File: config.mk
export PLATFORM = sky130hd
export DESIGN_NAME = adc_control_flat
export DESIGN_NICKNAME = d
export VERILOG_FILES = /design/src/rtl/adc_ctl_pkg.sv /design/src/rtl/adc_dma_if.sv /design/src/rtl/adc_control.sv /design/src/flat_wrapper.sv
export SDC_FILE = /design/constraint.sdc
export NUM_CORES = 1
export LEC_CHECK = 0
export ABC_AREA = 0
export BUFFER_PORTS_ARGS = -buffer_cell sky130_fd_sc_hd__buf_2
export CORE_UTILIZATION = 51
export CTS_CLUSTER_DIAMETER = 40
export DETAILED_ROUTE_END_ITERATION = 10
export GPL_TIMING_DRIVEN = 0
export PLACE_DENSITY = 0.7
export SKIP_CTS_REPAIR_TIMING = 1
export SLEW_MARGIN = 30
export SYNTH_ARGS = -nofsm -noshare
export SYNTH_HDL_FRONTEND = slang
export SYNTH_SLANG_ARGS = --single-unit
export TNS_END_PERCENT = 1
File: constraint.sdc
create_clock -name clock -period 6.4 [get_ports clock]
set_clock_uncertainty 0.05 [all_clocks]
set_input_delay 0.96 -clock clock [delete_from_list [all_inputs] [get_ports clock]]
set_output_delay 0.96 -clock clock [all_outputs]
set_load 0.02 [all_outputs]
File: src/rtl/adc_ctl_pkg.sv
// Shared constants for the converter control block and its DMA partner
package adc_ctl_pkg;
  // Register indices on the software port
  localparam logic [3:0] IDX_CON1 = 4'h0;
  localparam logic [3:0] IDX_CON2 = 4'h1;
  localparam logic [3:0] IDX_CON3 = 4'h2;
  localparam logic [3:0] IDX_PCFG_LOW = 4'h3;
  localparam logic [3:0] IDX_PCFG_HIGH = 4'h4;
  localparam logic [3:0] IDX_CHAN_BASE = 4'h5;
  localparam logic [3:0] IDX_DMA_SIZE = 4'h6;
  localparam logic [3:0] IDX_STATUS = 4'h7;
  localparam logic [3:0] IDX_RESULT0 = 4'h8;
  // Field positions in control_register_one
  localparam int CON1_ON = 15;
  localparam int CON1_BUILD = 12;
  localparam int CON1_RES = 10;
  localparam int CON1_RESULT_FORMAT_FIELD_LO = 8;
  localparam int CON1_TRIG_LO = 5;
  localparam int CON1_START = 1;
  localparam int CON1_DONE = 0;
  // Field positions in control_register_two and three
  localparam int CON2_CHANS_LO = 8;
  localparam int CON2_RATE_LO = 2;
  localparam int CON3_SAMP_LO = 8;
  localparam int CON3_DIV_LO = 0;
  // Writable bits of each register, reserved bits read as zero
  localparam logic [15:0] CON1_MASK = 16'h97ee;
  localparam logic [15:0] CON2_MASK = 16'he33c;
  localparam logic [15:0] CON3_MASK = 16'h1fff;
  localparam logic [15:0] REG_RESET = 16'h0000;
  // Trigger source codes
  localparam logic [2:0] TRIG_MANUAL = 3'h0;
  localparam logic [2:0] TRIG_AUTO = 3'h7;
  // Conversion length in conversion clock periods
  localparam int TAD_10BIT = 12;
  localparam int TAD_12BIT = 14;
  localparam int NUM_SH = 4;
  localparam int CODE_W = 12;
  localparam int INDEX_W = 5;
  localparam int DMA_ADDR_W = 11;
  localparam int WORD_W = 16;
endpackage : adc_ctl_pkg

File: src/rtl/adc_dma_if.sv
// Link between a converter control block and the DMA / interrupt side
`timescale 1ns/1ps
interface adc_dma_if;
  import adc_ctl_pkg::*;
  logic xfer_valid;
  logic xfer_ready;
  logic [DMA_ADDR_W-1:0] xfer_addr;
  logic [WORD_W-1:0] xfer_data;
  logic done_pulse;
  modport converter (output xfer_valid, output xfer_addr, output xfer_data, output done_pulse, input xfer_ready);
  modport dma (input xfer_valid, input xfer_addr, input xfer_data, input done_pulse, output xfer_ready);
endinterface : adc_dma_if

File: src/rtl/adc_control.sv
// Converter control: configuration registers, sequencing, result format and DMA addressing
//
// Overview of operation
// Resolution bit picks 10-bit/4 S/H or 12-bit/1
// Software changes resolution only while module off
// 10-bit mode samples up to four inputs together
// 12-bit mode uses one sample/hold only
// Input indices span 0 to 31
// Each converter instance has its own registers
// Done flag set starts the DMA transfer
// Bits 5:2 of register two set pointer rate
// Build-order bit: DMA gets stand-alone buffer address
// Otherwise scatter/gather address from input and size
// Software marks analog pins in pin config first
// Software picks voltage reference in register two
// Software sets clock divider in register three
// Software sets sample/hold count in register two
// Software sets trigger source and sample timing
// Software sets result format before turning on
// Software turns module on after configuration
// Software clears done flag, then sets priority
// Module on bit enables operation, resets to 0
// Format 00 zero-filled, 01 inverted-MSB sign extension
// Done flag sticks until cleared, may re-set
//
// Chosen here: the plain strobed port and the register addresses.
`timescale 1ns/1ps
module adc_control #(
  parameter int UNIT = 0
) (
  input wire logic clock,
  input wire logic arst_n,
  input wire logic [3:0] addr,
  input wire logic [15:0] wdata,
  input wire logic wr,
  input wire logic rd,
  output logic [15:0] rdata,
  input wire logic ext_trigger,
  input wire logic [adc_ctl_pkg::CODE_W-1:0] sample_codes [adc_ctl_pkg::NUM_SH],
  output logic [adc_ctl_pkg::INDEX_W-1:0] ch_select [adc_ctl_pkg::NUM_SH],
  output logic busy,
  adc_dma_if.converter link
);
  import adc_ctl_pkg::*;

  typedef enum logic [1:0] {ST_IDLE, ST_SAMPLE, ST_CONVERT, ST_SEND} state_t;

  ////////////////////////////////////////////////////////////////////////////////
  // Registers, one private set per instance
  logic [15:0] con1;
  logic [15:0] con2;
  logic [15:0] con3;
  logic [15:0] pcfg_low;
  logic [15:0] pcfg_high;
  logic [INDEX_W-1:0] chan_base;
  logic [2:0] dma_size_log2;
  logic [WORD_W-1:0] result [NUM_SH];
  state_t state;
  logic [CODE_W-1:0] held [NUM_SH];
  logic [15:0] timer;
  logic [1:0] send_ch;
  logic [3:0] seq_count;
  logic [DMA_ADDR_W-1:0] order_ptr;
  logic [DMA_ADDR_W-1:0] sg_offset;
  logic trig_q;

  logic module_on;
  logic twelve_bit;
  logic [2:0] nch;
  logic wr_con1;
  logic set_done;
  logic seq_last;
  logic auto_trig;
  logic sample_end;
  logic [15:0] tad_cycles;

  assign module_on = con1[CON1_ON];
  assign twelve_bit = con1[CON1_RES];
  assign wr_con1 = wr && addr == IDX_CON1;
  assign seq_last = seq_count == con2[CON2_RATE_LO +: 4];
  assign set_done = state == ST_CONVERT && timer == 16'h0000;
  assign auto_trig = con1[CON1_TRIG_LO +: 3] == TRIG_AUTO;
  // Manual and external triggers never run the sample timer, so they end sampling on their own event
  assign sample_end = state == ST_SAMPLE && (auto_trig ? timer == 16'h0000 :
                      (con1[CON1_TRIG_LO +: 3] == TRIG_MANUAL ? con1[CON1_START] : ext_trigger && !trig_q));

  // Single sample/hold in 12-bit mode; otherwise 1, 2 or 4 channels
  always_comb begin
    if (twelve_bit) begin
      nch = 3'h1;
    end else begin
      unique case (con2[CON2_CHANS_LO +: 2])
        2'h0: nch = 3'h1;
        2'h1: nch = 3'h2;
        default: nch = 3'h4;
      endcase
    end
  end

  always_comb begin
    tad_cycles = 16'({8'h00, con3[CON3_DIV_LO +: 8]} + 16'h0001);
  end

  // Result presentation
  function automatic logic [WORD_W-1:0] format_code(input logic [CODE_W-1:0] d, input logic wide,
                                                    input logic [1:0] result_format_field);
    logic [WORD_W-1:0] r;
    r = 16'h0000;
    if (wide) begin
      r = (result_format_field == 2'h1) ? {{5{~d[11]}}, d[10:0]} : {4'h0, d};
    end else begin
      r = (result_format_field == 2'h1) ? {{7{~d[9]}}, d[8:0]} : {6'h00, d[9:0]};
    end
    return r;
  endfunction : format_code

  ////////////////////////////////////////////////////////////////////////////////
  // Software port
  always_ff @(posedge clock or negedge arst_n) begin
    if (!arst_n) begin
      con1 <= REG_RESET;
    end else begin
      if (wr_con1) begin
        con1[15:2] <= wdata[15:2] & CON1_MASK[15:2];
        // Resolution is frozen while the converter runs; software is expected to switch off first
        if (module_on) begin
          con1[CON1_RES] <= con1[CON1_RES];
        end
      end
      // Start bit clears itself once sampling ends
      if (wr_con1 && wdata[CON1_START] && module_on) begin
        con1[CON1_START] <= 1'b1;
      end else if (sample_end) begin
        con1[CON1_START] <= 1'b0;
      end
      // Hardware set wins over a software clear in the same cycle
      if (set_done) begin
        con1[CON1_DONE] <= 1'b1;
      end else if (wr_con1 && !wdata[CON1_DONE]) begin
        con1[CON1_DONE] <= 1'b0;
      end
    end
  end

  always_ff @(posedge clock or negedge arst_n) begin
    if (!arst_n) begin
      con2 <= REG_RESET;
      con3 <= REG_RESET;
      pcfg_low <= REG_RESET;
      pcfg_high <= REG_RESET;
      chan_base <= '0;
      dma_size_log2 <= 3'h0;
    end else if (wr) begin
      unique case (addr)
        IDX_CON2: con2 <= wdata & CON2_MASK;
        IDX_CON3: con3 <= wdata & CON3_MASK;
        IDX_PCFG_LOW: pcfg_low <= wdata;
        IDX_PCFG_HIGH: pcfg_high <= wdata;
        IDX_CHAN_BASE: chan_base <= wdata[INDEX_W-1:0];
        IDX_DMA_SIZE: dma_size_log2 <= wdata[2:0];
        default: ;
      endcase
    end
  end

  always_ff @(posedge clock or negedge arst_n) begin
    if (!arst_n) begin
      rdata <= 16'h0000;
    end else if (rd) begin
      unique case (addr)
        IDX_CON1: rdata <= con1;
        IDX_CON2: rdata <= con2;
        IDX_CON3: rdata <= con3;
        IDX_PCFG_LOW: rdata <= pcfg_low;
        IDX_PCFG_HIGH: rdata <= pcfg_high;
        IDX_CHAN_BASE: rdata <= {11'h000, chan_base};
        IDX_DMA_SIZE: rdata <= {13'h0000, dma_size_log2};
        IDX_STATUS: rdata <= {10'h000, state, seq_count};
        4'h8, 4'h9, 4'ha, 4'hb: rdata <= result[addr[1:0]];
        default: rdata <= 16'h0000;
      endcase
    end else begin
      rdata <= 16'h0000;
    end
  end

  ////////////////////////////////////////////////////////////////////////////////
  // Sequencer
  always_ff @(posedge clock or negedge arst_n) begin
    if (!arst_n) begin
      trig_q <= 1'b0;
    end else begin
      trig_q <= ext_trigger;
    end
  end

  always_ff @(posedge clock or negedge arst_n) begin
    if (!arst_n) begin
      state <= ST_IDLE;
      timer <= 16'h0000;
      send_ch <= 2'h0;
      busy <= 1'b0;
    end else if (!module_on) begin
      state <= ST_IDLE;
      timer <= 16'h0000;
      busy <= 1'b0;
    end else begin
      unique case (state)
        ST_IDLE: begin
          state <= ST_SAMPLE;
          timer <= 16'({11'h000, con3[CON3_SAMP_LO +: 5]} * tad_cycles);
          busy <= 1'b1;
        end
        ST_SAMPLE: begin
          // Sampling ends by the start bit, the internal counter or the external trigger
          if (sample_end) begin
            state <= ST_CONVERT;
            timer <= 16'((twelve_bit ? TAD_12BIT : TAD_10BIT) * tad_cycles);
          end else if (auto_trig) begin
            timer <= timer - 16'h0001;
          end
        end
        ST_CONVERT: begin
          if (timer != 16'h0000) begin
            timer <= timer - 16'h0001;
          end else begin
            state <= ST_SEND;
            send_ch <= 2'h0;
          end
        end
        ST_SEND: begin
          if (link.xfer_valid && link.xfer_ready) begin
            if (3'(send_ch) + 3'h1 == nch) begin
              state <= ST_IDLE;
              busy <= 1'b0;
            end
            send_ch <= send_ch + 2'h1;
          end
        end
      endcase
    end
  end

  // The selected sample/hold channels (k < nch) capture in one cycle; only channel 0 in 12-bit mode
  always_ff @(posedge clock or negedge arst_n) begin
    if (!arst_n) begin
      for (int k = 0; k < NUM_SH; k++) begin
        held[k] <= '0;
        result[k] <= 16'h0000;
        ch_select[k] <= '0;
      end
    end else begin
      for (int k = 0; k < NUM_SH; k++) begin
        ch_select[k] <= INDEX_W'(chan_base + INDEX_W'(k));
        if (sample_end && 3'(k) < nch) begin
          held[k] <= sample_codes[k];
        end
        if (set_done) begin
          result[k] <= (3'(k) < nch) ? format_code(held[k], twelve_bit, con1[CON1_RESULT_FORMAT_FIELD_LO +: 2]) : 16'h0000;
        end
      end
    end
  end

  ////////////////////////////////////////////////////////////////////////////////
  // DMA addressing
  always_ff @(posedge clock or negedge arst_n) begin
    if (!arst_n) begin
      seq_count <= 4'h0;
      order_ptr <= '0;
      sg_offset <= '0;
    end else if (!module_on) begin
      seq_count <= 4'h0;
      order_ptr <= '0;
      sg_offset <= '0;
    end else begin
      if (link.xfer_valid && link.xfer_ready) begin
        order_ptr <= order_ptr + 11'h001;
      end
      // The pointer advances once every rate+1 sequences
      if (state == ST_SEND && link.xfer_valid && link.xfer_ready && 3'(send_ch) + 3'h1 == nch) begin
        seq_count <= seq_last ? 4'h0 : seq_count + 4'h1;
        if (seq_last) begin
          sg_offset <= (sg_offset + 11'h001) & ((11'h001 << dma_size_log2) - 11'h001);
        end
      end
    end
  end

  always_ff @(posedge clock or negedge arst_n) begin
    if (!arst_n) begin
      link.xfer_valid <= 1'b0;
      link.xfer_addr <= '0;
      link.xfer_data <= 16'h0000;
      link.done_pulse <= 1'b0;
    end else begin
      link.done_pulse <= set_done;
      if (state == ST_SEND && module_on && !(link.xfer_valid && link.xfer_ready && 3'(send_ch) + 3'h1 == nch)) begin
        link.xfer_valid <= 1'b1;
        link.xfer_data <= result[(link.xfer_valid && link.xfer_ready) ? send_ch + 2'h1 : send_ch];
        if (con1[CON1_BUILD]) begin
          link.xfer_addr <= (link.xfer_valid && link.xfer_ready) ? order_ptr + 11'h001 : order_ptr;
        end else begin
          // Input index scaled by the buffer size plus the running offset
          link.xfer_addr <= DMA_ADDR_W'(({6'h00, ch_select[(link.xfer_valid && link.xfer_ready) ?
                            send_ch + 2'h1 : send_ch]} << dma_size_log2) + sg_offset);
        end
      end else begin
        link.xfer_valid <= 1'b0;
      end
    end
  end
endmodule : adc_control

File: src/flat_wrapper.sv
// flat-port wrapper written by rule: the top's interface ports become plain ports
module adc_control_flat import adc_ctl_pkg::*;
#(
  parameter int UNIT = 0
)
  (clock, arst_n, addr, wdata, wr, rd, rdata, ext_trigger, sample_codes, ch_select, busy, link_xfer_valid, link_xfer_addr, link_xfer_data, link_done_pulse, link_xfer_ready);
  adc_dma_if link_i ();
  input wire logic clock;
  input wire logic arst_n;
  input wire logic [3:0] addr;
  input wire logic [15:0] wdata;
  input wire logic wr;
  input wire logic rd;
  output logic [15:0] rdata;
  input wire logic ext_trigger;
  input wire logic [adc_ctl_pkg::CODE_W-1:0] sample_codes[adc_ctl_pkg::NUM_SH];
  output logic [adc_ctl_pkg::INDEX_W-1:0] ch_select[adc_ctl_pkg::NUM_SH];
  output logic busy;
  output wire logic [$bits(link_i.xfer_valid)-1:0] link_xfer_valid;
  output wire logic [$bits(link_i.xfer_addr)-1:0] link_xfer_addr;
  output wire logic [$bits(link_i.xfer_data)-1:0] link_xfer_data;
  output wire logic [$bits(link_i.done_pulse)-1:0] link_done_pulse;
  input wire logic [$bits(link_i.xfer_ready)-1:0] link_xfer_ready;
  assign link_xfer_valid = link_i.xfer_valid;
  assign link_xfer_addr = link_i.xfer_addr;
  assign link_xfer_data = link_i.xfer_data;
  assign link_done_pulse = link_i.done_pulse;
  assign link_i.xfer_ready = link_xfer_ready;
  adc_control #(.UNIT(UNIT)) u_core (.clock(clock), .arst_n(arst_n), .addr(addr), .wdata(wdata), .wr(wr), .rd(rd), .rdata(rdata), .ext_trigger(ext_trigger), .sample_codes(sample_codes), .ch_select(ch_select), .busy(busy), .link(link_i));
endmodule
* Yosys cells after proc, flatten, opt, wreduce, memory -nomap -nowiden
Index checks and enable logic that the tools add are counted.
** Storage, ports and cells
- Flip-flop bits (word level) :: 299
- Input port bits :: 74
- Output and inout bits :: 66
- Logic and storage cells :: 206
** Cells by class
- Add/sub/neg operators :: 12
- $mul :: 2
- Order comparisons :: 6
- Equal/unequal tests :: 30
- Shift operators :: 2
- Mux-type cells :: 64
- Bitwise operators :: 12
- Reduce and logical (&&, ||, !) cells :: 43
** Operator list (count)
- 16-bit 2-to-1 mux :: 25
- 16-bit one-hot mux with 9 select lines :: 1
- 11-bit 2-to-1 mux :: 6
- 16-bit binary-select mux with 2-bit select :: 2
- 16-bit one-hot mux with 3 select lines :: 1
- 32-bit by 16-bit multiplier with 16-bit output :: 1
- 11-bit by 1-bit adder with 11-bit output (second input constant) :: 2
- 1-bit logical AND :: 18
- 3-bit inequality test (second input constant) :: 6
- 4-bit by 3-bit equality test with 1-bit output (second input constant) :: 4
- 4-bit equality test (second input constant) :: 4
- 16-bit logical NOT :: 1
- 5-bit by 16-bit multiplier with 16-bit output :: 1
- 2-bit 2-to-1 mux :: 8
- 2-bit AND reduction :: 8
- 16-bit nonzero test :: 1
- 16-bit by 1-bit subtractor with 16-bit output (second input constant) :: 1
- 4-bit 2-to-1 mux :: 3
- 11-bit adder :: 1
- 11-bit bitwise AND :: 1
- 1-bit by 3-bit left shift with 11-bit output (first input constant) :: 1
- 5-bit by 3-bit left shift with 11-bit output :: 1
- 11-bit by 1-bit subtractor with 11-bit output (second input constant) :: 1
- 5-bit by 2-bit adder with 5-bit output (second input constant) :: 2
- other kinds (35) :: 71

* Depth between registers and ports, before layout
- Depth in word-level cells :: 9
- Mapped depth :: 18
- Gate-level depth less buffers :: 18

* Worst setup path after synthesis
OpenSTA, ideal clock, no wires.
- Path type :: reg-to-reg
- Start :: register u_core.con3[1]
- End :: register u_core.timer[11]
- Arrival time :: 4440 ps
- Data required time :: 6267 ps
- Slack :: 1827 ps
- Stages on the path, launching flop included :: 18
- Buffers on the path :: 0
- Clock period less this slack :: 4573 ps
- Path through :: dfrtp_1 -> ha_1 -> nand3_1 -> nor2_1 -> xnor2_1 -> nor2b_1 -> fa_1 -> inv_1 -> fa_1 -> fa_1 -> inv_1 -> ha_1 -> a2111oi_0 -> o21ai_0 -> a41oi_1 -> xnor2_1 -> o211ai_1 -> o21ai_0
** On the way
- Cells in the longest elaborated chain, start to end :: 5
** Ends and longest elaborated chain
- start, declared :: RTL line adc_control.sv:52 : logic [15:0] con3;
- start signal, assigned :: RTL line adc_control.sv:156 : IDX_CON3: con3 <= wdata & CON3_MASK;
- 8-bit by 1-bit adder with 9-bit output * :: RTL line adc_control.sv:101 : tad_cycles = 16'({8'h00, con3[CON3_DIV_LO +: 8]} + 16'h0001);
- 32-bit by 16-bit multiplier with 16-bit output :: RTL line adc_control.sv:218 : timer <= 16'((twelve_bit ? TAD_12BIT : TAD_10BIT) * tad_cycles);
- 16-bit 2-to-1 mux :: RTL line adc_control.sv:216 : if (sample_end) begin
- 16-bit one-hot mux with 3 select lines * :: RTL line adc_control.sv:208 : unique case (state)
- 16-bit 2-to-1 mux * :: RTL line adc_control.sv:203 : end else if (!module_on) begin
- end signal, assigned :: RTL line adc_control.sv:211 : timer <= 16'({11'h000, con3[CON3_SAMP_LO +: 5]} * tad_cycles);
- end signal, assigned :: RTL line adc_control.sv:218
- end signal, assigned :: RTL line adc_control.sv:220 : timer <= timer - 16'h0001;
- end, declared :: RTL line adc_control.sv:60 : logic [15:0] timer;
Mark *: on every way between the ends. The rest lies on a longest branch, timed or not.
A chain may end at the register's enable or synchronous reset.

* Final worst setup path
Ends and elaborated chain as after synthesis.

==> results.py <==
metrics = {
    "worst_setup_path": {
        "cp_data_required_time_ns": 6.80,
        "path_max_fanout": 8,
        "critPathLaunchType": "flip-flop",
        "crit_arrival_ns": 5.67,
        "critPathKind": "flip-flop to flip-flop",
        "cp-end-kind": "flip-flop",
    },
    "synth": {
        "ys_types": 73,
        "syn-num-nets": 1715,
        "ys_seq_area_share_pct": 43.03,
        "yosys_warnings": 0,
        "synth_edf_count": 0,
        "synth-seq-cells": 276,
        "postSynthAreaPerCell_um2": 10.42,
        "synth_largest_area_cell": "dfrtp_1",
        "synth_async_sr_flop_share_pct": 100.0,
        "syn-cell-area_um2": 16050,
        "synth_ff_type": "dfrtp_1",
        "synth_area_leaders": "dfrtp_1 (43%), mux2_2 (9.2%), ha_1 (5.6%), nand2_1 (4.7%), mux4_2 (4.2%)",
        "syn_inst": 1540,
        "yosysTopAreaCellShare_pct": 43.03,
    },
    "cts": {
        "cts_root_buffer": "clkbuf_16",
        "clock_latency_ns": 0.55,
        "cts_sinks": 276,
        "cts.reportedPaths.clkPinSlew_ns": 0.06,
        "clk_path_buf_depth": 3,
        "cts-htree-levels": 2,
        "cts_tree": "yes",
        "cts_made_buffers": 41,
    },
    "route": {
        "vias": 12580,
        "avgRoutedWirePerCell_um": 20.30,
        "via_per_inst": 5.857,
        "drc_errors": 0,
        "drt_iter0_markers": 995,
        "ant_nets": 0,
        "firstDrtPassIters": 8,
        "wl_mm": 43.57,
    },
    "floorplanning": {
        "rows": 64,
        "start_util_pct": 52.20,
        "die_y_um": 179.4,
        "dieArea_um2": 32190,
        "die_x_um": 179.4,
        "io_pins": 140,
        "core_um2": 30750,
    },
    "timing": {
        "fmax_ghz": 0.1899,
        "final-setup-viol-count": 0,
        "whs_ns": 0.2467,
        "slew_violations": 0,
        "hold_viol_final": 0,
        "min_period_over_period_pct": 82.27,
        "setup_tns_ns": 0,
        "period_needed_ns": 5.265,
        "worst_slew_pin_slew_ns": 1.014,
        "rsz0062_at_grt": "no",
        "relSlewSlack_pct": 31.86,
        "timing.final.ws_setup_ns": 1.135,
    },
    "grt": {
        "antenna_found_initial": 3,
        "met1_usage_pct": 35.20,
        "use_met2_pct": 46.53,
        "grt_pass1_wl_mm": 70.29,
        "grt_overflow_total": 0,
        "grtUsageMet3_pct": 4.254,
        "grt_start_max_net_pins": 88,
        "grt_pass1_vias": 12940,
        "grtUsageTotal_pct": 27.56,
        "grt-busiest-layer": "met2",
    },
    "outcome": {
        "outcome": "finished clean",
    },
    "finish": {
        "nFillCells": 2585,
        "syn2layout_area_growth_pct": 16.82,
        "final_common_cell": "dfrtp_1",
        "final_cell_mix": "dfrtp_1 (276), nand2_1 (202), buf_2 (132)",
        "nets": 1891,
        "instances_no_fill": 2147,
        "drive_gt1_share_pct": 22.54,
    },
    "hold_path": {
        "hold_path.class": "primary input to asynchronous set/reset pin",
    },
    "power_and_ir_drop": {
        "p_per_area_nw_per_um2": 421.2,
        "total_power_mw": 7.898,
        "vdd_drop_max_v": 0.0002579,
        "leakage_nw": 8.813,
    },
    "placement": {
        "place_hpwl_mm": 32.44,
        "gp_routability_congestion": 0.8989,
        "port_buffers": 130,
        "placed_cells": 2069,
        "place_ws_ns": 1.125,
    },
    "flow_run": {
        "max_cap_viol_count": 0,
    },
}
==> metal layers <==
layer  wire length, um  vias to the layer above
li1                  -                     5783
met1             17760                     6182
met2             21150                      493
met3              2897                      117
met4              1771                        0
met5                 0                        -
==> cells by family (layout without fill, tap and decap cells) <==
logic type | Yosys count | after routing | synth area share [%]
simple gates | 479 | 479 | 14.57
buf+inv | 169 | 377 | 4.131
xor+xnor | 65 | 65 | 3.632
mux | 187 | 187 | 15.02
other cells | 0 | 3 | 0
fa+ha+maj | 101 | 101 | 9.229
flops | 276 | 276 | 43.03
compound gates | 263 | 263 | 10.39
==> power breakdown <==
part | internal (mW) | switching (mW) | total, mW
clock | 1.43 | 0.885 | 2.31
combinational | 1.29 | 1.77 | 3.07
sequential | 2.16 | 0.357 | 2.52
total | 4.88 | 3.01 | 7.90
==> synthesized netlist by cell type, types with 7 or more instances <==
cell / number
a21oi_1: 48
nand2b_1: 22
a21o_1: 8
o211ai_1: 7
clkbuf_1: 72
and3_1: 10
buf_4: 7
a31oi_1: 13
nor3_1: 24
xnor2_1: 40
nor3b_1: 10
mux2i_1: 26
nand4_1: 8
nor4_1: 12
ha_1: 72
nor2_1: 58
o21ai_0: 104
nand3_1: 31
nor2b_1: 43
mux4_2: 30
xor2_1: 24
o21a_1: 9
and2_1: 34
nand2_1: 202
mux2_2: 131
a221oi_1: 8
dfrtp_1: 276
inv_1: 80
fa_1: 29
==> area by class of cell <==
| type | count | area, um^2 | area share, % |
|---|---|---|---|
| diodes | 3 | 7.507 | 0.04003 |
| multi-input cells | 1095 | 8503 | 45.35 |
| clock buffers | 49 | 1107 | 5.905 |
| repair buffers | 133 | 743.2 | 3.963 |
| inverters | 84 | 315.3 | 1.681 |
| plain buffers | 85 | 350.3 | 1.868 |
| well taps | 396 | 495.5 | 2.642 |
| flip-flops and latches | 276 | 6907 | 36.83 |
| clock inverters | 26 | 322.8 | 1.721 |
==> metrics by stage <==
stage | instance area (um^2) | util, %
3_5_place_dp | 17310 | 56.28
2_1_floorplan | 16050 | -
3_3_place_gp | 17200 | 55.93
6_report | 18750 | 60.98
4_1_cts | 18740 | 60.93
5_1_grt | 18750 | 60.97
==> worst paths after layout <==
path	startpoint	to	slack [ns]	depth (start not counted)
worst min register to register	u_core.chan_base[3]	u_core.ch_select[18]	0.33	0
max in group asynchronous	arst_n	u_core.con3[3]	4.91	3
worst min-delay path	arst_n	u_core.timer[8]	0.25	1
worst max register to register	u_core.con3[1]	u_core.timer[11]	1.13	16
worst max-delay path	u_core.con3[1]	u_core.timer[11]	1.13	16
min in group clock	u_core.chan_base[3]	u_core.ch_select[18]	0.33	0
==> flip-flops by register name (all words and copies together) (netlist names), 2 cells and up <==
register and cells:
u_core.sg_offset 11, u_core.pcfg_high 16, u_core.seq_count 4, u_core.order_ptr 11
u_core.state 2, u_core.dma_size_log2 3, u_core.chan_base 5, u_core.con2 9
u_core.con1 12, u_core.timer 16, u_core.pcfg_low 16, u_core.con3 13
u_core.ch_select 18, u_core.rdata 16, u_core.send_ch 2, u_core.link.xfer_data 13
u_core.held 42, u_core.link.xfer_addr 11, u_core.result 52
==> critical path, stage by stage, from the launching register on <==
cell       delay (ns)
dfrtp_1          0.49
ha_1             0.23
nand3_1          0.12
xor2_1           0.70
nor2b_1          0.15
fa_1             0.56
inv_1            0.05
fa_1             0.50
fa_1             0.55
inv_1            0.04
ha_1             0.34
a2111oi_0        0.39
o21ai_0          0.25
a41oi_1          0.29
xnor2_1          0.18
o211ai_1         0.10
o21ai_0          0.17
No activity file was read; power rests on OpenSTA's default activity.
